[src/ccm_pkg.sv]
// Purpose: Shared constants and types for the configuration chain control.
// Assumes: 20 MHz system clock; all pins sampled into that clock.
// Notes: Counts derived from times round up for least times.
//
// Contract
// - Take part in configuration only while chain enable input is low.
// - Drive chain enable output low once own configuration completes.
// - In active mode shift command and address out on serial command pin.
// - In active mode select memory by driving select low, release high.
// - In passive mode command and select pins become ordinary user I/O.
// - Enabled done pin signals user mode open-drain; else plain user I/O.
// - Optional user clock, when enabled, paces the initialization count.
// - Global clear low forces design registers cleared; high lets them run.
// - Global output enable low tri-states all user pins.
// - Mode select is held fixed and chooses the configuration mode.
// - Bitstream arrives serially on one dedicated data input.
// - Request low resets and tri-states; rising request starts configuration.
// - Passive mode takes external config clock; active mode drives it.
package ccm_pkg;

    localparam int CLK_PERIOD_NS = 50;
    localparam int AS_CLK_PERIOD_NS = 400;
    localparam int AS_HALF_CYC =
        (AS_CLK_PERIOD_NS / 2 + CLK_PERIOD_NS - 1) / CLK_PERIOD_NS;
    localparam int DIV_W = 3;

    localparam logic [1:0] MODE_PS = 2'h0;
    localparam logic [1:0] MODE_AS = 2'h1;

    localparam logic [7:0] READ_CMD = 8'h03;
    localparam logic [23:0] START_ADDR = 24'h000000;
    localparam int CMD_BITS = 32;
    localparam int CMD_CNT_W = 6;

    localparam int WORD_BITS = 8;
    localparam int FIFO_DEPTH = 8;
    localparam int BITSTREAM_BITS = 1024;
    localparam int INIT_CYCLES = 64;
    localparam int SYNC_W = 11;

    typedef enum logic [2:0] {
        ST_IDLE = 3'h0,
        ST_CMD = 3'h1,
        ST_LOAD = 3'h3,
        ST_INIT = 3'h2,
        ST_USER = 3'h6
    } ccm_state_type;

endpackage : ccm_pkg

[src/ccm_sync.sv]
// Purpose: Two-flop synchroniser for a vector of unrelated pin levels.
// Assumes: Each bit is an independent level; no bus coherence.
// Notes: First stage feeds only the second stage.
`timescale 1ns/1ps
module ccm_sync #(
    parameter int W = 1
) (
    input wire logic clk_in,
    input wire logic arst_n_in,
    input wire logic [W-1:0] d_in,
    output logic [W-1:0] q_out
);
    logic [W-1:0] meta_r;

    always_ff @(posedge clk_in or negedge arst_n_in) begin
        if (!arst_n_in) begin
            meta_r <= '0;
            q_out <= '0;
        end else begin
            meta_r <= d_in;
            q_out <= meta_r;
        end
    end
endmodule : ccm_sync

[src/ccm_fifo.sv]
// Purpose: Small flip-flop FIFO with valid/ready on both sides.
// Assumes: DEPTH is a power of two, at least 2.
// Notes: Read data is the head entry; valid is a register.
`timescale 1ns/1ps
module ccm_fifo #(
    parameter int WIDTH = 8,
    parameter int DEPTH = 8
) (
    input wire logic clk_in,
    input wire logic arst_n_in,
    input wire logic wr_valid_in,
    output logic wr_ready_out,
    input wire logic [WIDTH-1:0] wr_data_in,
    output logic rd_valid_out,
    input wire logic rd_ready_in,
    output logic [WIDTH-1:0] rd_data_out
);
    localparam int AW = $clog2(DEPTH);

    generate
        if (DEPTH < 2 || (1 << AW) != DEPTH) begin : g_bad
            $error("ccm_fifo: DEPTH must be a power of two >= 2");
        end
    endgenerate

    logic [WIDTH-1:0] mem_r [DEPTH];
    logic [AW-1:0] wr_ptr_r;
    logic [AW-1:0] rd_ptr_r;
    logic [AW:0] count_r;
    logic push;
    logic pop;

    assign push = wr_valid_in && wr_ready_out;
    assign pop = rd_valid_out && rd_ready_in;
    assign rd_data_out = mem_r[rd_ptr_r];

    always_ff @(posedge clk_in) begin
        if (push) begin
            mem_r[wr_ptr_r] <= wr_data_in;
        end
    end

    always_ff @(posedge clk_in or negedge arst_n_in) begin
        if (!arst_n_in) begin
            wr_ptr_r <= '0;
            rd_ptr_r <= '0;
            count_r <= '0;
            wr_ready_out <= 1'b1;
            rd_valid_out <= 1'b0;
        end else begin
            if (push) begin
                wr_ptr_r <= wr_ptr_r + 1'b1;
            end
            if (pop) begin
                rd_ptr_r <= rd_ptr_r + 1'b1;
            end
            case ({push, pop})
                2'b10: begin
                    count_r <= count_r + 1'b1;
                    wr_ready_out <= (count_r != (AW+1)'(DEPTH - 1));
                    rd_valid_out <= 1'b1;
                end
                2'b01: begin
                    count_r <= count_r - 1'b1;
                    wr_ready_out <= 1'b1;
                    rd_valid_out <= (count_r != (AW+1)'(1));
                end
                default: begin
                    count_r <= count_r;
                end
            endcase
        end
    end
endmodule : ccm_fifo

[src/ccm_config_ctrl.sv]
// Purpose: Configuration loader and chain control of a programmable device.
// Assumes: Control pins arrive asynchronously and are synchronised to clk_in; user I/O values and word_ready_in are not.
// Notes: Pin outputs lag internal state by one register stage.
`timescale 1ns/1ps
module ccm_config_ctrl #(
    parameter int BITSTREAM_BITS = ccm_pkg::BITSTREAM_BITS,
    parameter int INIT_CYCLES = ccm_pkg::INIT_CYCLES,
    parameter int FIFO_DEPTH = ccm_pkg::FIFO_DEPTH
) (
    input wire logic clk_in,
    input wire logic arst_n_in,
    input wire logic config_request_n_in,
    input wire logic chain_enable_n_in,
    input wire logic [1:0] config_mode_select_in,
    input wire logic config_clock_in,
    input wire logic config_data_in,
    input wire logic user_init_clock_in,
    input wire logic global_clear_n_in,
    input wire logic global_output_enable_in,
    input wire logic init_done_enable_in,
    input wire logic user_clock_enable_in,
    input wire logic user_cmd_value_in,
    input wire logic user_cmd_oe_n_in,
    input wire logic user_select_value_in,
    input wire logic user_select_oe_n_in,
    input wire logic user_done_value_in,
    input wire logic user_done_oe_n_in,
    input wire logic word_ready_in,
    output logic chain_enable_out_n_out,
    output logic serial_cmd_out,
    output logic serial_cmd_oe_n_out,
    output logic mem_select_n_out,
    output logic mem_select_oe_n_out,
    output logic config_clock_out,
    output logic config_clock_oe_n_out,
    output logic init_done_out,
    output logic init_done_oe_n_out,
    output logic [ccm_pkg::WORD_BITS-1:0] word_data_out,
    output logic word_valid_out,
    output logic user_mode_out,
    output logic design_clear_out,
    output logic io_tristate_out,
    output logic overflow_out
);
    localparam int BW = $clog2(BITSTREAM_BITS + 1);
    localparam int IW = $clog2(INIT_CYCLES + 1);
    localparam logic [BW-1:0] BITS_LAST = BW'(BITSTREAM_BITS - 1);
    localparam logic [IW-1:0] INIT_LAST = IW'(INIT_CYCLES - 1);
    localparam logic [ccm_pkg::DIV_W-1:0] DIV_LAST =
        ccm_pkg::DIV_W'(ccm_pkg::AS_HALF_CYC - 1);
    localparam logic [ccm_pkg::CMD_CNT_W-1:0] CMD_LAST =
        ccm_pkg::CMD_CNT_W'(ccm_pkg::CMD_BITS);

    generate
        if (BITSTREAM_BITS < ccm_pkg::WORD_BITS ||
            BITSTREAM_BITS % ccm_pkg::WORD_BITS != 0) begin : g_bad_bits
            $error("ccm_config_ctrl: bitstream must be whole words");
        end
        if (INIT_CYCLES < 1) begin : g_bad_init
            $error("ccm_config_ctrl: INIT_CYCLES must be >= 1");
        end
    endgenerate

    function automatic logic in_config(input ccm_pkg::ccm_state_type s);
        in_config = (s == ccm_pkg::ST_CMD) || (s == ccm_pkg::ST_LOAD);
    endfunction : in_config

    ////////////////////////////////////////////////////////////////////////
    // Pin synchronisation and edge detection
    logic [ccm_pkg::SYNC_W-1:0] sync_q;
    logic req_s, ce_n_s, config_clock_s, data_s, uclk_s, clr_n_s, goe_s;
    logic done_en_s, uclk_en_s;
    logic [1:0] msel_s;
    logic config_clock_d_r, uclk_d_r;
    logic ps_rise, usr_rise;

    ccm_sync #(.W(ccm_pkg::SYNC_W)) u_sync (
        .clk_in(clk_in),
        .arst_n_in(arst_n_in),
        .d_in({config_request_n_in, chain_enable_n_in, config_mode_select_in,
               config_clock_in, config_data_in, user_init_clock_in,
               global_clear_n_in, global_output_enable_in,
               init_done_enable_in, user_clock_enable_in}),
        .q_out(sync_q)
    );

    assign {req_s, ce_n_s, msel_s, config_clock_s, data_s, uclk_s, clr_n_s, goe_s,
            done_en_s, uclk_en_s} = sync_q;

    always_ff @(posedge clk_in or negedge arst_n_in) begin
        if (!arst_n_in) begin
            config_clock_d_r <= 1'b0;
            uclk_d_r <= 1'b0;
        end else begin
            config_clock_d_r <= config_clock_s;
            uclk_d_r <= uclk_s;
        end
    end

    assign ps_rise = config_clock_s && !config_clock_d_r;
    assign usr_rise = uclk_s && !uclk_d_r;

    ////////////////////////////////////////////////////////////////////////
    // State machine
    ccm_pkg::ccm_state_type state_r, state_nxt;
    logic [1:0] mode_r;
    logic as_mode;
    logic [ccm_pkg::CMD_CNT_W-1:0] cmd_cnt_r;
    logic [BW-1:0] bit_cnt_r;
    logic [IW-1:0] init_cnt_r;
    logic as_rise, as_fall, bit_tick, init_tick;

    assign as_mode = (mode_r == ccm_pkg::MODE_AS);
    assign bit_tick = (state_r == ccm_pkg::ST_LOAD) &&
                      (as_mode ? as_rise : ps_rise);
    assign init_tick = uclk_en_s ? usr_rise : 1'b1;

    always_comb begin
        state_nxt = state_r;
        case (state_r)
            ccm_pkg::ST_IDLE: begin
                if (req_s && !ce_n_s) begin
                    if (msel_s == ccm_pkg::MODE_AS) begin
                        state_nxt = ccm_pkg::ST_CMD;
                    end else if (msel_s == ccm_pkg::MODE_PS) begin
                        state_nxt = ccm_pkg::ST_LOAD;
                    end
                end
            end
            ccm_pkg::ST_CMD: begin
                if (as_fall && cmd_cnt_r == CMD_LAST) begin
                    state_nxt = ccm_pkg::ST_LOAD;
                end
            end
            ccm_pkg::ST_LOAD: begin
                if (bit_tick && bit_cnt_r == BITS_LAST) begin
                    state_nxt = ccm_pkg::ST_INIT;
                end
            end
            ccm_pkg::ST_INIT: begin
                if (init_tick && init_cnt_r == INIT_LAST) begin
                    state_nxt = ccm_pkg::ST_USER;
                end
            end
            ccm_pkg::ST_USER: begin
                state_nxt = ccm_pkg::ST_USER;
            end
            default: begin
                state_nxt = ccm_pkg::ST_IDLE;
            end
        endcase
        if (!req_s) begin
            state_nxt = ccm_pkg::ST_IDLE;
        end else if (ce_n_s && state_r != ccm_pkg::ST_USER) begin
            state_nxt = ccm_pkg::ST_IDLE;
        end
    end

    always_ff @(posedge clk_in or negedge arst_n_in) begin
        if (!arst_n_in) begin
            state_r <= ccm_pkg::ST_IDLE;
            mode_r <= ccm_pkg::MODE_PS;
        end else begin
            state_r <= state_nxt;
            if (state_r == ccm_pkg::ST_IDLE) begin
                mode_r <= msel_s;
            end
        end
    end

    ////////////////////////////////////////////////////////////////////////
    // Active-mode clock divider; a pending word stalls the next rising edge
    logic [ccm_pkg::DIV_W-1:0] div_cnt_r;
    logic as_clk_r, div_tick, push_valid_r, fifo_ready, stall;

    assign div_tick = (div_cnt_r == DIV_LAST);
    assign stall = push_valid_r && !fifo_ready;
    assign as_rise = as_mode && in_config(state_r) && div_tick &&
                     !as_clk_r && !stall;
    assign as_fall = as_mode && in_config(state_r) && div_tick && as_clk_r;

    always_ff @(posedge clk_in or negedge arst_n_in) begin
        if (!arst_n_in) begin
            div_cnt_r <= '0;
            as_clk_r <= 1'b0;
        end else if (!in_config(state_r) || !as_mode) begin
            div_cnt_r <= '0;
            as_clk_r <= 1'b0;
        end else if (div_tick) begin
            if (!stall || as_clk_r) begin
                div_cnt_r <= '0;
                as_clk_r <= !as_clk_r;
            end
        end else begin
            div_cnt_r <= div_cnt_r + 1'b1;
        end
    end

    ////////////////////////////////////////////////////////////////////////
    // Command shifter: read command then start address, msb first
    logic [ccm_pkg::CMD_BITS-1:0] cmd_sh_r;

    always_ff @(posedge clk_in or negedge arst_n_in) begin
        if (!arst_n_in) begin
            cmd_sh_r <= '0;
            cmd_cnt_r <= '0;
        end else if (state_r != ccm_pkg::ST_CMD) begin
            cmd_sh_r <= {ccm_pkg::READ_CMD, ccm_pkg::START_ADDR};
            cmd_cnt_r <= '0;
        end else begin
            if (as_rise) begin
                cmd_cnt_r <= cmd_cnt_r + 1'b1;
            end
            if (as_fall) begin
                cmd_sh_r <= {cmd_sh_r[ccm_pkg::CMD_BITS-2:0], 1'b0};
            end
        end
    end

    ////////////////////////////////////////////////////////////////////////
    // Data deserialiser into the word FIFO
    logic [ccm_pkg::WORD_BITS-1:0] byte_sh_r, push_data_r;
    logic [2:0] byte_bit_r;
    logic overflow_r;

    always_ff @(posedge clk_in or negedge arst_n_in) begin
        if (!arst_n_in) begin
            byte_sh_r <= '0;
            byte_bit_r <= '0;
            bit_cnt_r <= '0;
            push_data_r <= '0;
            push_valid_r <= 1'b0;
            overflow_r <= 1'b0;
        end else begin
            if (push_valid_r && fifo_ready) begin
                push_valid_r <= 1'b0;
            end
            if (state_r == ccm_pkg::ST_IDLE) begin
                byte_bit_r <= '0;
                bit_cnt_r <= '0;
                overflow_r <= 1'b0;
            end else if (bit_tick) begin
                byte_sh_r <= {byte_sh_r[ccm_pkg::WORD_BITS-2:0], data_s};
                byte_bit_r <= byte_bit_r + 1'b1;
                bit_cnt_r <= bit_cnt_r + 1'b1;
                if (byte_bit_r == 3'h7) begin
                    push_data_r <= {byte_sh_r[ccm_pkg::WORD_BITS-2:0], data_s};
                    push_valid_r <= 1'b1;
                    // Passive clock cannot be stalled, so a still-pending word is overwritten and lost
                    if (push_valid_r && !fifo_ready) begin
                        overflow_r <= 1'b1;
                    end
                end
            end
        end
    end

    ccm_fifo #(.WIDTH(ccm_pkg::WORD_BITS), .DEPTH(FIFO_DEPTH)) u_fifo (
        .clk_in(clk_in),
        .arst_n_in(arst_n_in),
        .wr_valid_in(push_valid_r),
        .wr_ready_out(fifo_ready),
        .wr_data_in(push_data_r),
        .rd_valid_out(word_valid_out),
        .rd_ready_in(word_ready_in),
        .rd_data_out(word_data_out)
    );

    always_ff @(posedge clk_in or negedge arst_n_in) begin
        if (!arst_n_in) begin
            init_cnt_r <= '0;
        end else if (state_r != ccm_pkg::ST_INIT) begin
            init_cnt_r <= '0;
        end else if (init_tick) begin
            init_cnt_r <= init_cnt_r + 1'b1;
        end
    end

    ////////////////////////////////////////////////////////////////////////
    // Pin drivers, all registered
    logic in_user, io_off;

    assign in_user = (state_r == ccm_pkg::ST_USER);
    assign io_off = !in_user || !goe_s;

    always_ff @(posedge clk_in or negedge arst_n_in) begin
        if (!arst_n_in) begin
            chain_enable_out_n_out <= 1'b1;
            user_mode_out <= 1'b0;
            design_clear_out <= 1'b1;
            io_tristate_out <= 1'b1;
            overflow_out <= 1'b0;
        end else begin
            chain_enable_out_n_out <= !(in_user ||
                state_r == ccm_pkg::ST_INIT);
            user_mode_out <= in_user;
            design_clear_out <= !in_user || !clr_n_s;
            io_tristate_out <= io_off;
            overflow_out <= overflow_r;
        end
    end

    always_ff @(posedge clk_in or negedge arst_n_in) begin
        if (!arst_n_in) begin
            serial_cmd_out <= 1'b0;
            serial_cmd_oe_n_out <= 1'b1;
            mem_select_n_out <= 1'b1;
            mem_select_oe_n_out <= 1'b1;
            config_clock_out <= 1'b0;
            config_clock_oe_n_out <= 1'b1;
        end else if (as_mode && state_r != ccm_pkg::ST_IDLE) begin
            // Active pins stay driven after load so the memory stays idle
            serial_cmd_out <= (state_r == ccm_pkg::ST_CMD) &&
                              cmd_sh_r[ccm_pkg::CMD_BITS-1];
            serial_cmd_oe_n_out <= 1'b0;
            mem_select_n_out <= !in_config(state_r);
            mem_select_oe_n_out <= 1'b0;
            config_clock_out <= as_clk_r;
            config_clock_oe_n_out <= 1'b0;
        end else begin
            serial_cmd_out <= user_cmd_value_in;
            serial_cmd_oe_n_out <= user_cmd_oe_n_in || io_off;
            mem_select_n_out <= user_select_value_in;
            mem_select_oe_n_out <= user_select_oe_n_in || io_off;
            config_clock_out <= 1'b0;
            config_clock_oe_n_out <= 1'b1;
        end
    end

    always_ff @(posedge clk_in or negedge arst_n_in) begin
        if (!arst_n_in) begin
            init_done_out <= 1'b0;
            init_done_oe_n_out <= 1'b1;
        end else if (done_en_s) begin
            init_done_out <= 1'b0;
            init_done_oe_n_out <= in_user;
        end else begin
            init_done_out <= user_done_value_in;
            init_done_oe_n_out <= user_done_oe_n_in || io_off;
        end
    end
endmodule : ccm_config_ctrl

[config.mk]
export PLATFORM = sky130hd
export DESIGN_NAME = ccm_config_ctrl
export DESIGN_NICKNAME = d
export VERILOG_FILES = /design/src/ccm_pkg.sv /design/src/ccm_sync.sv /design/src/ccm_fifo.sv /design/src/ccm_config_ctrl.sv
export SDC_FILE = /design/constraint.sdc
export NUM_CORES = 1
export LEC_CHECK = 0
export BUFFER_PORTS_ARGS = -buffer_cell sky130_fd_sc_hd__buf_2
export CORE_AREA = 8 8 128 130
export CTS_BUF_LIST = sky130_fd_sc_hd__clkbuf_8
export CTS_CLUSTER_DIAMETER = 40
export DETAILED_ROUTE_END_ITERATION = 8
export DIE_AREA = 0 0 136 138
export PLACE_DENSITY = 0.81
export SYNTH_ARGS = -nofsm -noshare
export SYNTH_HDL_FRONTEND = slang
export SYNTH_HIERARCHICAL = 1
export SYNTH_SLANG_ARGS = --single-unit
[constraint.sdc]
create_clock -name clk_in -period 2.1 [get_ports clk_in]
set_input_delay 0.63 -clock clk_in [delete_from_list [all_inputs] [get_ports clk_in]]
set_output_delay 0.63 -clock clk_in [all_outputs]
set_load 0.05 [all_outputs]
# Yosys cells after proc, flatten, opt, wreduce, memory -nomap -nowiden
# Memory sizes are Yosys's and may differ from the RTL's.
# Index checks and enable logic that the tools add are counted.
# word_totals
n_memories	1
mem_bits_rw	64
ff_bits	134
elab_cells	174
out_inout_bits	22
# mem_list
memory	depth	width	rd	rd_clocked_by_memory_dff	write_ports	line_no	text
u_fifo.mem_r	8	8	1	0	1	ccm_fifo.sv:26	logic [WIDTH-1:0] mem_r [DEPTH];
# classes
n_addsub	9
n_bitwise	1
n_reduce_logical	56
n_mux	48
eq_ne	24
# ops
op	n
$mux W32	2
$mux W3	13
$mux W1	23
$mux W11	2
$logic_and A1 B1 Y1	18
$reduce_bool A2 Y1	9
$ne A4 B4 Y1 const B	4
$pmux W3 S5	1
$mux W7	2
$add A3 B1 Y3 const B	4
$logic_not A1 Y1	12
$mux W6	2
$add A11 B1 Y11 const B	1
$eq A11 B10 Y1 const B	1
$eq A3 B2 Y1 const B	3
$logic_or A1 B1 Y1	9
$pmux W4 S2	1
$add A7 B1 Y7 const B	1
$eq A7 B6 Y1 const B	1
$add A6 B1 Y6 const B	1
$eq A2 B1 Y1 const B	3
$eq A3 B3 Y1 const B	2
$eq A6 B6 Y1 const B	1
$ne A3 B1 Y1 const B	2
17 further kinds	20

# Depth between registers and ports, before layout
# Gate-level depths: netlist of the first run.
# depth
ltp_word	13
depth_mapped	9
ltp_nobuf	7

# Hierarchy
# The synthesis of the first run kept the hierarchy.
# by_module_without_submodules
mod	area_each_um2	seq_area_each_um2	cells_each	instances
ccm_config_ctrl	3362.0	1911.8	324	1
ccm_fifo	3149.3	2223.4	157	1
ccm_sync	550.5	550.5	22	1

# Worst setup path before layout of the first run
# Ideal clock, no wire load.
# synth_timing
path_type	reg-to-reg
from	register state_r[2]
to	register push_data_r[0] in the netlist's numbering
setup_time_ns	0.125
path_slack_ns	-0.110
path_stages_with_launch	9
t_arrival_ns	2.086
t_required_ns	1.975
cell_sequence	dfrtp_1 buf_6 nand4bb_4 buf_6 nor4_4 o21a_1 and2_1 buf_2 mux2_2
# synth_between
elab_chain_len	9
# synth_rtl
element	line_no	text
start: declaration	ccm_config_ctrl.sv:105	ccm_pkg::ccm_state_type state_r, state_nxt;
start signal: assignment	ccm_config_ctrl.sv:161	state_r <= ccm_pkg::ST_IDLE;
start signal: assignment	ccm_config_ctrl.sv:164	state_r <= state_nxt;
$eq A3 B1 Y1 / $eq A3 B2 Y1 (equally long branches)	ccm_config_ctrl.sv:65, ccm_config_ctrl.sv:114	
$logic_or A1 B1 Y1	ccm_config_ctrl.sv:65	in_config = (s == ccm_pkg::ST_CMD) || (s == ccm_pkg::ST_LOAD);
$logic_and A1 B1 Y1 (3 in a row)	ccm_config_ctrl.sv:178	assign as_rise = as_mode && in_config(state_r) && div_tick &&
$logic_and A1 B1 Y1	ccm_config_ctrl.sv:179	!as_clk_r && !stall;
$mux W1	ccm_config_ctrl.sv:115	(as_mode ? as_rise : ps_rise);
$logic_and A1 B1 Y1	ccm_config_ctrl.sv:114	assign bit_tick = (state_r == ccm_pkg::ST_LOAD) &&
$reduce_and A3 Y1 (no source line) (*)	--	
end signal: assignment	ccm_config_ctrl.sv:247	push_data_r <= {byte_sh_r[ccm_pkg::WORD_BITS-2:0], data_s};
end: declaration	ccm_config_ctrl.sv:222	logic [ccm_pkg::WORD_BITS-1:0] byte_sh_r, push_data_r;
# Mark *: on every way between the ends. The rest lies on a longest branch, timed or not.
# A chain may end at the register's enable or synchronous reset.

# Final worst setup path of the first run
# layout_timing
from	register u_fifo.rd_ptr_r[0]
to	output port word_data_out[1] in the netlist's numbering
# layout_between
elab_chain_len	1
# layout_rtl
element	line_no	text
start: declaration	ccm_fifo.sv:28	logic [AW-1:0] rd_ptr_r;
start signal: assignment	ccm_fifo.sv:55	rd_ptr_r <= rd_ptr_r + 1'b1;
$mem_v2 Z8 W8	--	
end: declaration	ccm_config_ctrl.sv:38	output logic [ccm_pkg::WORD_BITS-1:0] word_data_out,
# No other way between the ends.

==> impl_metrics.py, run 1 <==
metrics = {
    "status": {
        "outcome": "finished with violations",
        "violations": "negative setup slack",
    },
    "layout": {
        "antenna_cells": 0,
        "drive_above_1_share_pct": 27.5,
        "area_delta_synth_final_pct": 15.2,
        "nets": 617,
        "layout.cells.non_filler": 780,
    },
    "yosys": {
        "yosys.area.top_type_share_pct": 35.8,
        "syn_area_per_cell_um2": 14.0,
        "yosysSeqAreaShare_pct": 66.4,
        "synth_edf_count": 64,
        "syn_nets": 537,
        "synth_cells": 503,
        "yosys.area.top_type": "dfrtp_1",
        "async_reset_ff_share_pct": 63.2,
        "ys_top_cells_by_area": "dfrtp_1 36%, edfxtp_1 27%, mux4_1 6.0%, nand2_1 3.6%, dfstp_2 3.3%",
        "ys.flop_type": "dfrtp_1",
        "netlist_area_um2": 7060,
        "ys_ff_latch": 174,
        "yosysWarnings": 6,
        "synth.distinct_cells": 51,
    },
    "detailed_routing": {
        "via_count": 4169,
        "drt_iter0_markers": 359,
        "drcViolationCount": 0,
        "ant_nets": 0,
        "viasPerCell": 5.34,
        "post_drt_wl_per_cell_um": 16.9,
        "wl_um": 13200,
        "dr.pass1.iters": 4,
    },
    "grt": {
        "grt_pass1_vias": 4433,
        "grt_first_pass_wirelength_um": 22100,
        "antenna_found_initial": 0,
        "grt-ovfl-total": 0,
        "grt_usage_pct": 15.0,
        "grt_max_degree": 51,
    },
    "clocking": {
        "hold_buffers": 0,
        "clkSlewWorstSetupHoldPaths_ns": 0.09,
        "cts-buffers-inserted": 17,
        "clock_path_buffers": 2,
        "cts_tree": "built",
        "cts.sinks": 174,
        "cts_htree_levels": 4,
        "cts_root_buf": "clkbuf_8",
        "clk-insertion-delay-late_ns": 0.47,
    },
    "critical_path": {
        "arrival_ns": 2.03,
        "regToRegSetupSlack_ns": 0.11,
        "end_kind": "output port",
        "startpoint": "u_fifo/rd_ptr_r[0]",
        "timing.rr.start": "u_fifo/wr_ready_out",
        "required_ns": 1.47,
        "worstSetupPathType": "register to output port",
        "crit_path_start_kind": "register",
        "rr_worst_depth": 6,
        "r2r-end": "bit_cnt_r[6]",
        "critPathMaxFanout": 8,
    },
    "timing": {
        "hold_viol": 0,
        "fin_ws_ns": -0.561,
        "max_slew_margin_pct": 69.3,
        "fin_crit_sh_pct": 127,
        "holdWs_ns": 0.0619,
        "grt_setup_unrepaired": "yes",
        "max_freq_ghz": 0.376,
        "worst_slew_pin_slew_ns": 0.459,
        "drv_slew": 0,
        "finalCriticalPeriod_ns": 2.66,
        "fin_skew_ns": 0.0109,
        "setup_violations": 8,
    },
    "power": {
        "p_comb_share_pct": 19.7,
        "leakage_nw": 3.38,
        "switching_share_pct": 29.1,
        "power_density_nw_per_um2": 903,
        "vdd_ir_drop_max_uv": 520,
        "p_int_mw": 5.21,
        "switching_power_mw": 2.13,
        "p_clk_share_pct": 29.1,
        "power_frac_seq_pct": 51.1,
    },
    "die": {
        "start_util_pct": 49.3,
        "ioPinCount": 42,
        "rows": 44,
        "die_w_um": 136,
        "core_area_um2": 14300,
        "die_h_um": 138,
        "dieArea_um2": 18800,
    },
    "job": {
        "drv_cap": 0,
    },
    "worst_hold_path": {
        "hp-class": "primary input to asynchronous set/reset pin",
    },
    "place": {
        "routabilityCongestion": 0.793,
        "dpl.hpwl_um": 9010,
        "placedCellCount": 741,
        "port_buffers": 41,
    },
}
[worst max path at each step]
stage / to
after floorplan: word_data_out[0]
after global routing: word_data_out[1]
after detailed placement: word_data_out[5]
final: word_data_out[1]
after global placement: word_data_out[2]
after CTS: word_data_out[5]
[cell usage in the layout (no fill, tap or decap), drive strengths merged, types with 3 or more instances in the layout]
master / count
a21oi: 18
and2: 3
and3: 4
buf: 78
clkbuf: 17
dfrtp: 101
dfstp: 9
edfxtp: 64
ha: 14
inv: 23
mux2: 21
mux2i: 3
mux4: 16
nand2: 68
nand2b: 7
nand3: 19
nand4: 6
nand4bb: 3
nor2: 34
nor2b: 8
nor3: 6
nor3b: 3
nor4: 3
o21a: 3
o21ai: 16
o31ai: 4
or2: 3
or4: 5
xnor2: 6
xor2: 11
[final cells by class]
type | instances | area [µm²]
Inverter | 12 | 45.0
Tap cell | 184 | 230
Multi-Input combinational cell | 300 | 2200
Sequential cell | 174 | 4690
Clock buffer | 17 | 234
Clock inverter | 15 | 126
Fill cell | 1138 | 6180
Timing Repair Buffer | 78 | 611
[timing repair]
| action | CTS | global route |
|---|---|---|
| pin swaps | 0 | 2 |
| setup buffers | 5 | 3 |
| gates resized for setup | 41 | 10 |
| endpoints found under the setup margin | 16 | 22 |
| hold endpoints to repair | 0 | 0 |
| gates cloned | 2 | 0 |
[cell families after synthesis]
logic type	after synthesis	synth area share (%)
buf+inv	29	2.23
compound gates	50	4.23
xor+xnor	17	2.11
mux	40	9.73
fa+ha+maj	14	2.48
simple gates	179	12.9
flops	174	66.4
[Yosys cell counts, types with 2 or more instances]
| library cell | n |
|---|---|
| or2_2 | 3 |
| dfstp_2 | 9 |
| nor2b_1 | 8 |
| nand3_1 | 19 |
| xnor2_1 | 6 |
| dfrtp_1 | 101 |
| mux2_1 | 2 |
| inv_1 | 12 |
| clkbuf_1 | 10 |
| nand4b_1 | 2 |
| nor2_1 | 34 |
| o211ai_1 | 2 |
| nand2b_1 | 7 |
| mux4_1 | 16 |
| nand4bb_1 | 2 |
| and3_1 | 4 |
| o31ai_1 | 4 |
| nand2_1 | 68 |
| ha_1 | 14 |
| o21ai_0 | 14 |
| nor4_1 | 2 |
| nand4_1 | 6 |
| nor3b_1 | 3 |
| mux2i_1 | 3 |
| mux2_2 | 19 |
| edfxtp_1 | 64 |
| o21a_1 | 3 |
| a21oi_1 | 18 |
| nor3_1 | 6 |
| buf_2 | 2 |
| and2_1 | 3 |
| buf_6 | 4 |
| xor2_1 | 11 |
| or4_1 | 5 |
[sequential cells by signal (all words and copies together), names as in the netlist, 6 cells and up]
name	flops
bit_cnt_r	11
byte_sh_r	7
cmd_cnt_r	6
cmd_sh_r	8
init_cnt_r	7
push_data_r	8
u_fifo/mem_r	64
u_sync/meta_r	11
u_sync/q_out	11
[power by group through the flow]
stage | registers [mW] | clock network [mW] | logic [mW]
global placement | 3.80 | 0 | 1.18
detailed placement | 3.81 | 0 | 1.22
global route | 3.78 | 2.33 | 1.56
floorplan | 3.83 | 0 | 0.900
CTS | 3.75 | 2.19 | 1.59
finish | 3.76 | 2.14 | 1.45
[per-stage QoR]
step                TNS (ns)  instance area [µm²]  util (%)  setup WS, ns  power, mW
floorplan             -0.196                 7090         -       -0.0244       4.73
global placement      -0.867                 7680      53.6        -0.116       4.98
detailed placement     -1.46                 7680      53.6        -0.206       5.03
CTS                    -4.93                 8150      56.9        -0.637       7.53
global route           -4.95                 8130      56.8        -0.639       7.66
finish                 -4.32                 8130      56.8        -0.561       7.35
[worst max-delay path: stages (launching register included)]
cell and delay, ns:
dfrtp_2 0.45, buf_12 0.15, mux4_2 0.52, mux2_4 0.29, buf_8 0.15
[metal layers]
layer / part of all wire (%) / vias to the layer above / GRT usage [%] / wire, µm
li1: - / 1959 / - / -
met1: 41 / 2108 / 17.8 / 5390
met2: 54 / 86 / 25.6 / 7090
met3: 4.2 / 16 / 3.77 / 557
met4: 0.98 / 0 / 5.55 / 129
met5: 0 / - / 0 / 0
Note: power is estimated with default switching activity, not from simulation.
==> inputs of run 2 (changes only) <==
- CTS_BUF_LIST: sky130_fd_sc_hd__clkbuf_8 -> sky130_fd_sc_hd__clkbuf_2
==> impl_metrics.py, run 2 (synthesized netlist as in run 1, its figures left out) <==
metrics = {
    "place": {
        "port_buffers": 41,
        "placedCellCount": 741,
        "dpl.hpwl_um": 9010,
        "routabilityCongestion": 0.793,
        "dpl_cell_area_um2": 7680,
    },
    "timing": {
        "max_freq_ghz": 0.336,
        "finalCriticalPeriod_ns": 2.98,
        "fin_crit_sh_pct": 142,
        "fin_skew_ns": 0.0217,
        "grt_setup_unrepaired": "yes",
        "holdWs_ns": 0.149,
        "worst_slew_pin_slew_ns": 0.494,
        "hold_viol": 0,
        "setup_violations": 11,
        "max_slew_margin_pct": 66.9,
        "fin_ws_ns": -0.876,
        "drv_slew": 0,
    },
    "critical_path": {
        "slowest_delay_ns": 0.51,
        "required_ns": 1.47,
        "cpMaxStageDelayCell": "mux4_2",
        "critPathMaxFanout": 5,
        "regToRegSetupSlack_ns": 0.10,
        "end_kind": "output port",
        "worstPathCellList": "buf_6 -> mux4_2 -> mux2_4 -> buf_8",
        "worstSetupPathType": "register to output port",
        "crit_path_start_kind": "register",
        "arrival_ns": 2.35,
    },
    "layout": {
        "drive_above_1_share_pct": 27.5,
        "area_delta_synth_final_pct": 17.3,
        "final_area_um2": 8280,
        "fin_util_pct": 57.9,
        "layout.cells.non_filler": 798,
        "final_common_cell": "dfrtp_1",
        "final_cell_mix": "100 x dfrtp_1, 68 x nand2_1, 64 x edfxtp_1",
        "top_register": "u_fifo/mem_r",
        "largest_reg_flops": 64,
        "antenna_cells": 0,
        "nets": 635,
    },
    "die": {
        "core_area_um2": 14300,
        "start_util_pct": 49.3,
        "die_w_um": 136,
        "ioPinCount": 42,
        "dieArea_um2": 18800,
        "die_h_um": 138,
        "rows": 44,
    },
    "power": {
        "vdd_ir_drop_max_uv": 530,
        "p_comb_share_pct": 21.9,
        "switching_share_pct": 30.4,
        "p_int_mw": 4.77,
        "p_clk_share_pct": 23.1,
        "power_density_nw_per_um2": 826,
        "power_frac_seq_pct": 55.1,
        "fin_total_pwr_mw": 6.85,
        "leakage_nw": 3.44,
        "switching_power_mw": 2.08,
    },
    "detailed_routing": {
        "drcViolationCount": 0,
        "wl_um": 13300,
        "via_count": 4288,
        "post_drt_wl_per_cell_um": 16.7,
        "ant_nets": 0,
        "viasPerCell": 5.37,
        "drt_iter0_markers": 353,
        "dr.pass1.iters": 4,
    },
    "status": {
        "outcome": "finished with violations",
        "violations": "negative setup slack",
    },
    "clocking": {
        "clk-insertion-delay-late_ns": 0.74,
        "clkSlewWorstSetupHoldPaths_ns": 0.25,
        "cts_tree": "built",
        "cts_htree_levels": 4,
        "cts.sinks": 174,
        "cts-buffers-inserted": 17,
        "clock_path_buffers": 2,
        "cts_root_buf": "clkbuf_2",
    },
    "grt": {
        "grt_pass1_vias": 4519,
        "grt-ovfl-total": 0,
        "grt_max_degree": 51,
        "grt_first_pass_wirelength_um": 22400,
        "grt_usage_pct": 15.1,
        "antenna_found_initial": 0,
    },
    "worst_hold_path": {
        "hp-class": "primary input to register",
    },
    "job": {
        "drv_cap": 0,
    },
}
[run 2: changes by cell type in the layout (fill, tap and decap cells not counted), moves of 6 or more]
| cell | delta |
|---|---|
| buf_8 | +6 |
| buf_6 | +8 |
| buf_2 | -14 |
| clkbuf_2 | +18 |
| dlygate4sd3_1 | +17 |
| clkbuf_8 | -17 |
[run 2: area by class of cell]
cell class | instances | area, µm²
clock buffers | 18 | 90.1
clock inverters | 14 | 123
fillers | 1121 | 6030
inverters | 12 | 45.0
multi-input cells | 300 | 2210
flip-flops and latches | 174 | 4690
well taps | 184 | 230
repair buffers | 96 | 898
[run 2: what timing repair did]
item	CTS	global route
hold endpoints to repair	34	4
resized for setup	68	23
setup buffers	6	3
hold buffers	13	4
cloned	2	0
pin swaps	0	2
endpoints found under the setup margin	26	38
[run 2: power by group through the flow]
stage / Combinational [mW] / Clock [mW] / Sequential [mW]
finish: 1.50 / 1.58 / 3.77
global route: 1.61 / 1.78 / 3.79
CTS: 1.63 / 1.64 / 3.76
detailed placement: 1.22 / 0 / 3.81
global placement: 1.18 / 0 / 3.80
floorplan: 0.900 / 0 / 3.83
[run 2: per-stage QoR]
step	setup TNS (ns)	setup slack (ns)
floorplan	-0.196	-0.0244
detailed placement	-1.46	-0.206
global route	-9.29	-1.03
global placement	-0.867	-0.116
finish	-6.90	-0.876
CTS	-8.41	-0.996
[run 2: final timing paths]
check                                    from                  end  cells past startpoint
max in group asynchronous           arst_n_in  u_fifo/wr_ready_out                      3
min in group asynchronous           arst_n_in     u_sync/meta_r[3]                      2
min                         user_done_oe_n_in   init_done_oe_n_out                      3
max                        u_fifo/rd_ptr_r[0]     word_data_out[4]                      4
max reg2reg                      div_cnt_r[0]         bit_cnt_r[6]                      7
min reg2reg                  u_sync/meta_r[7]      u_sync/q_out[7]                      0
[run 2: layer usage]
layer | GRT usage, % | part of all wire, % | up-vias
met5 | 0 | 0 | -
met4 | 4.34 | 1.0 | 0
met3 | 5.04 | 4.4 | 15
met2 | 25.6 | 54 | 102
met1 | 17.7 | 41 | 2173
li1 | - | - | 1998
[run 2: worst max-delay path: cells and delay by family, from the launching register on]
family,cells,cell delay (ns)
mux,2,0.80
flops,1,0.49
buf+inv,2,0.31
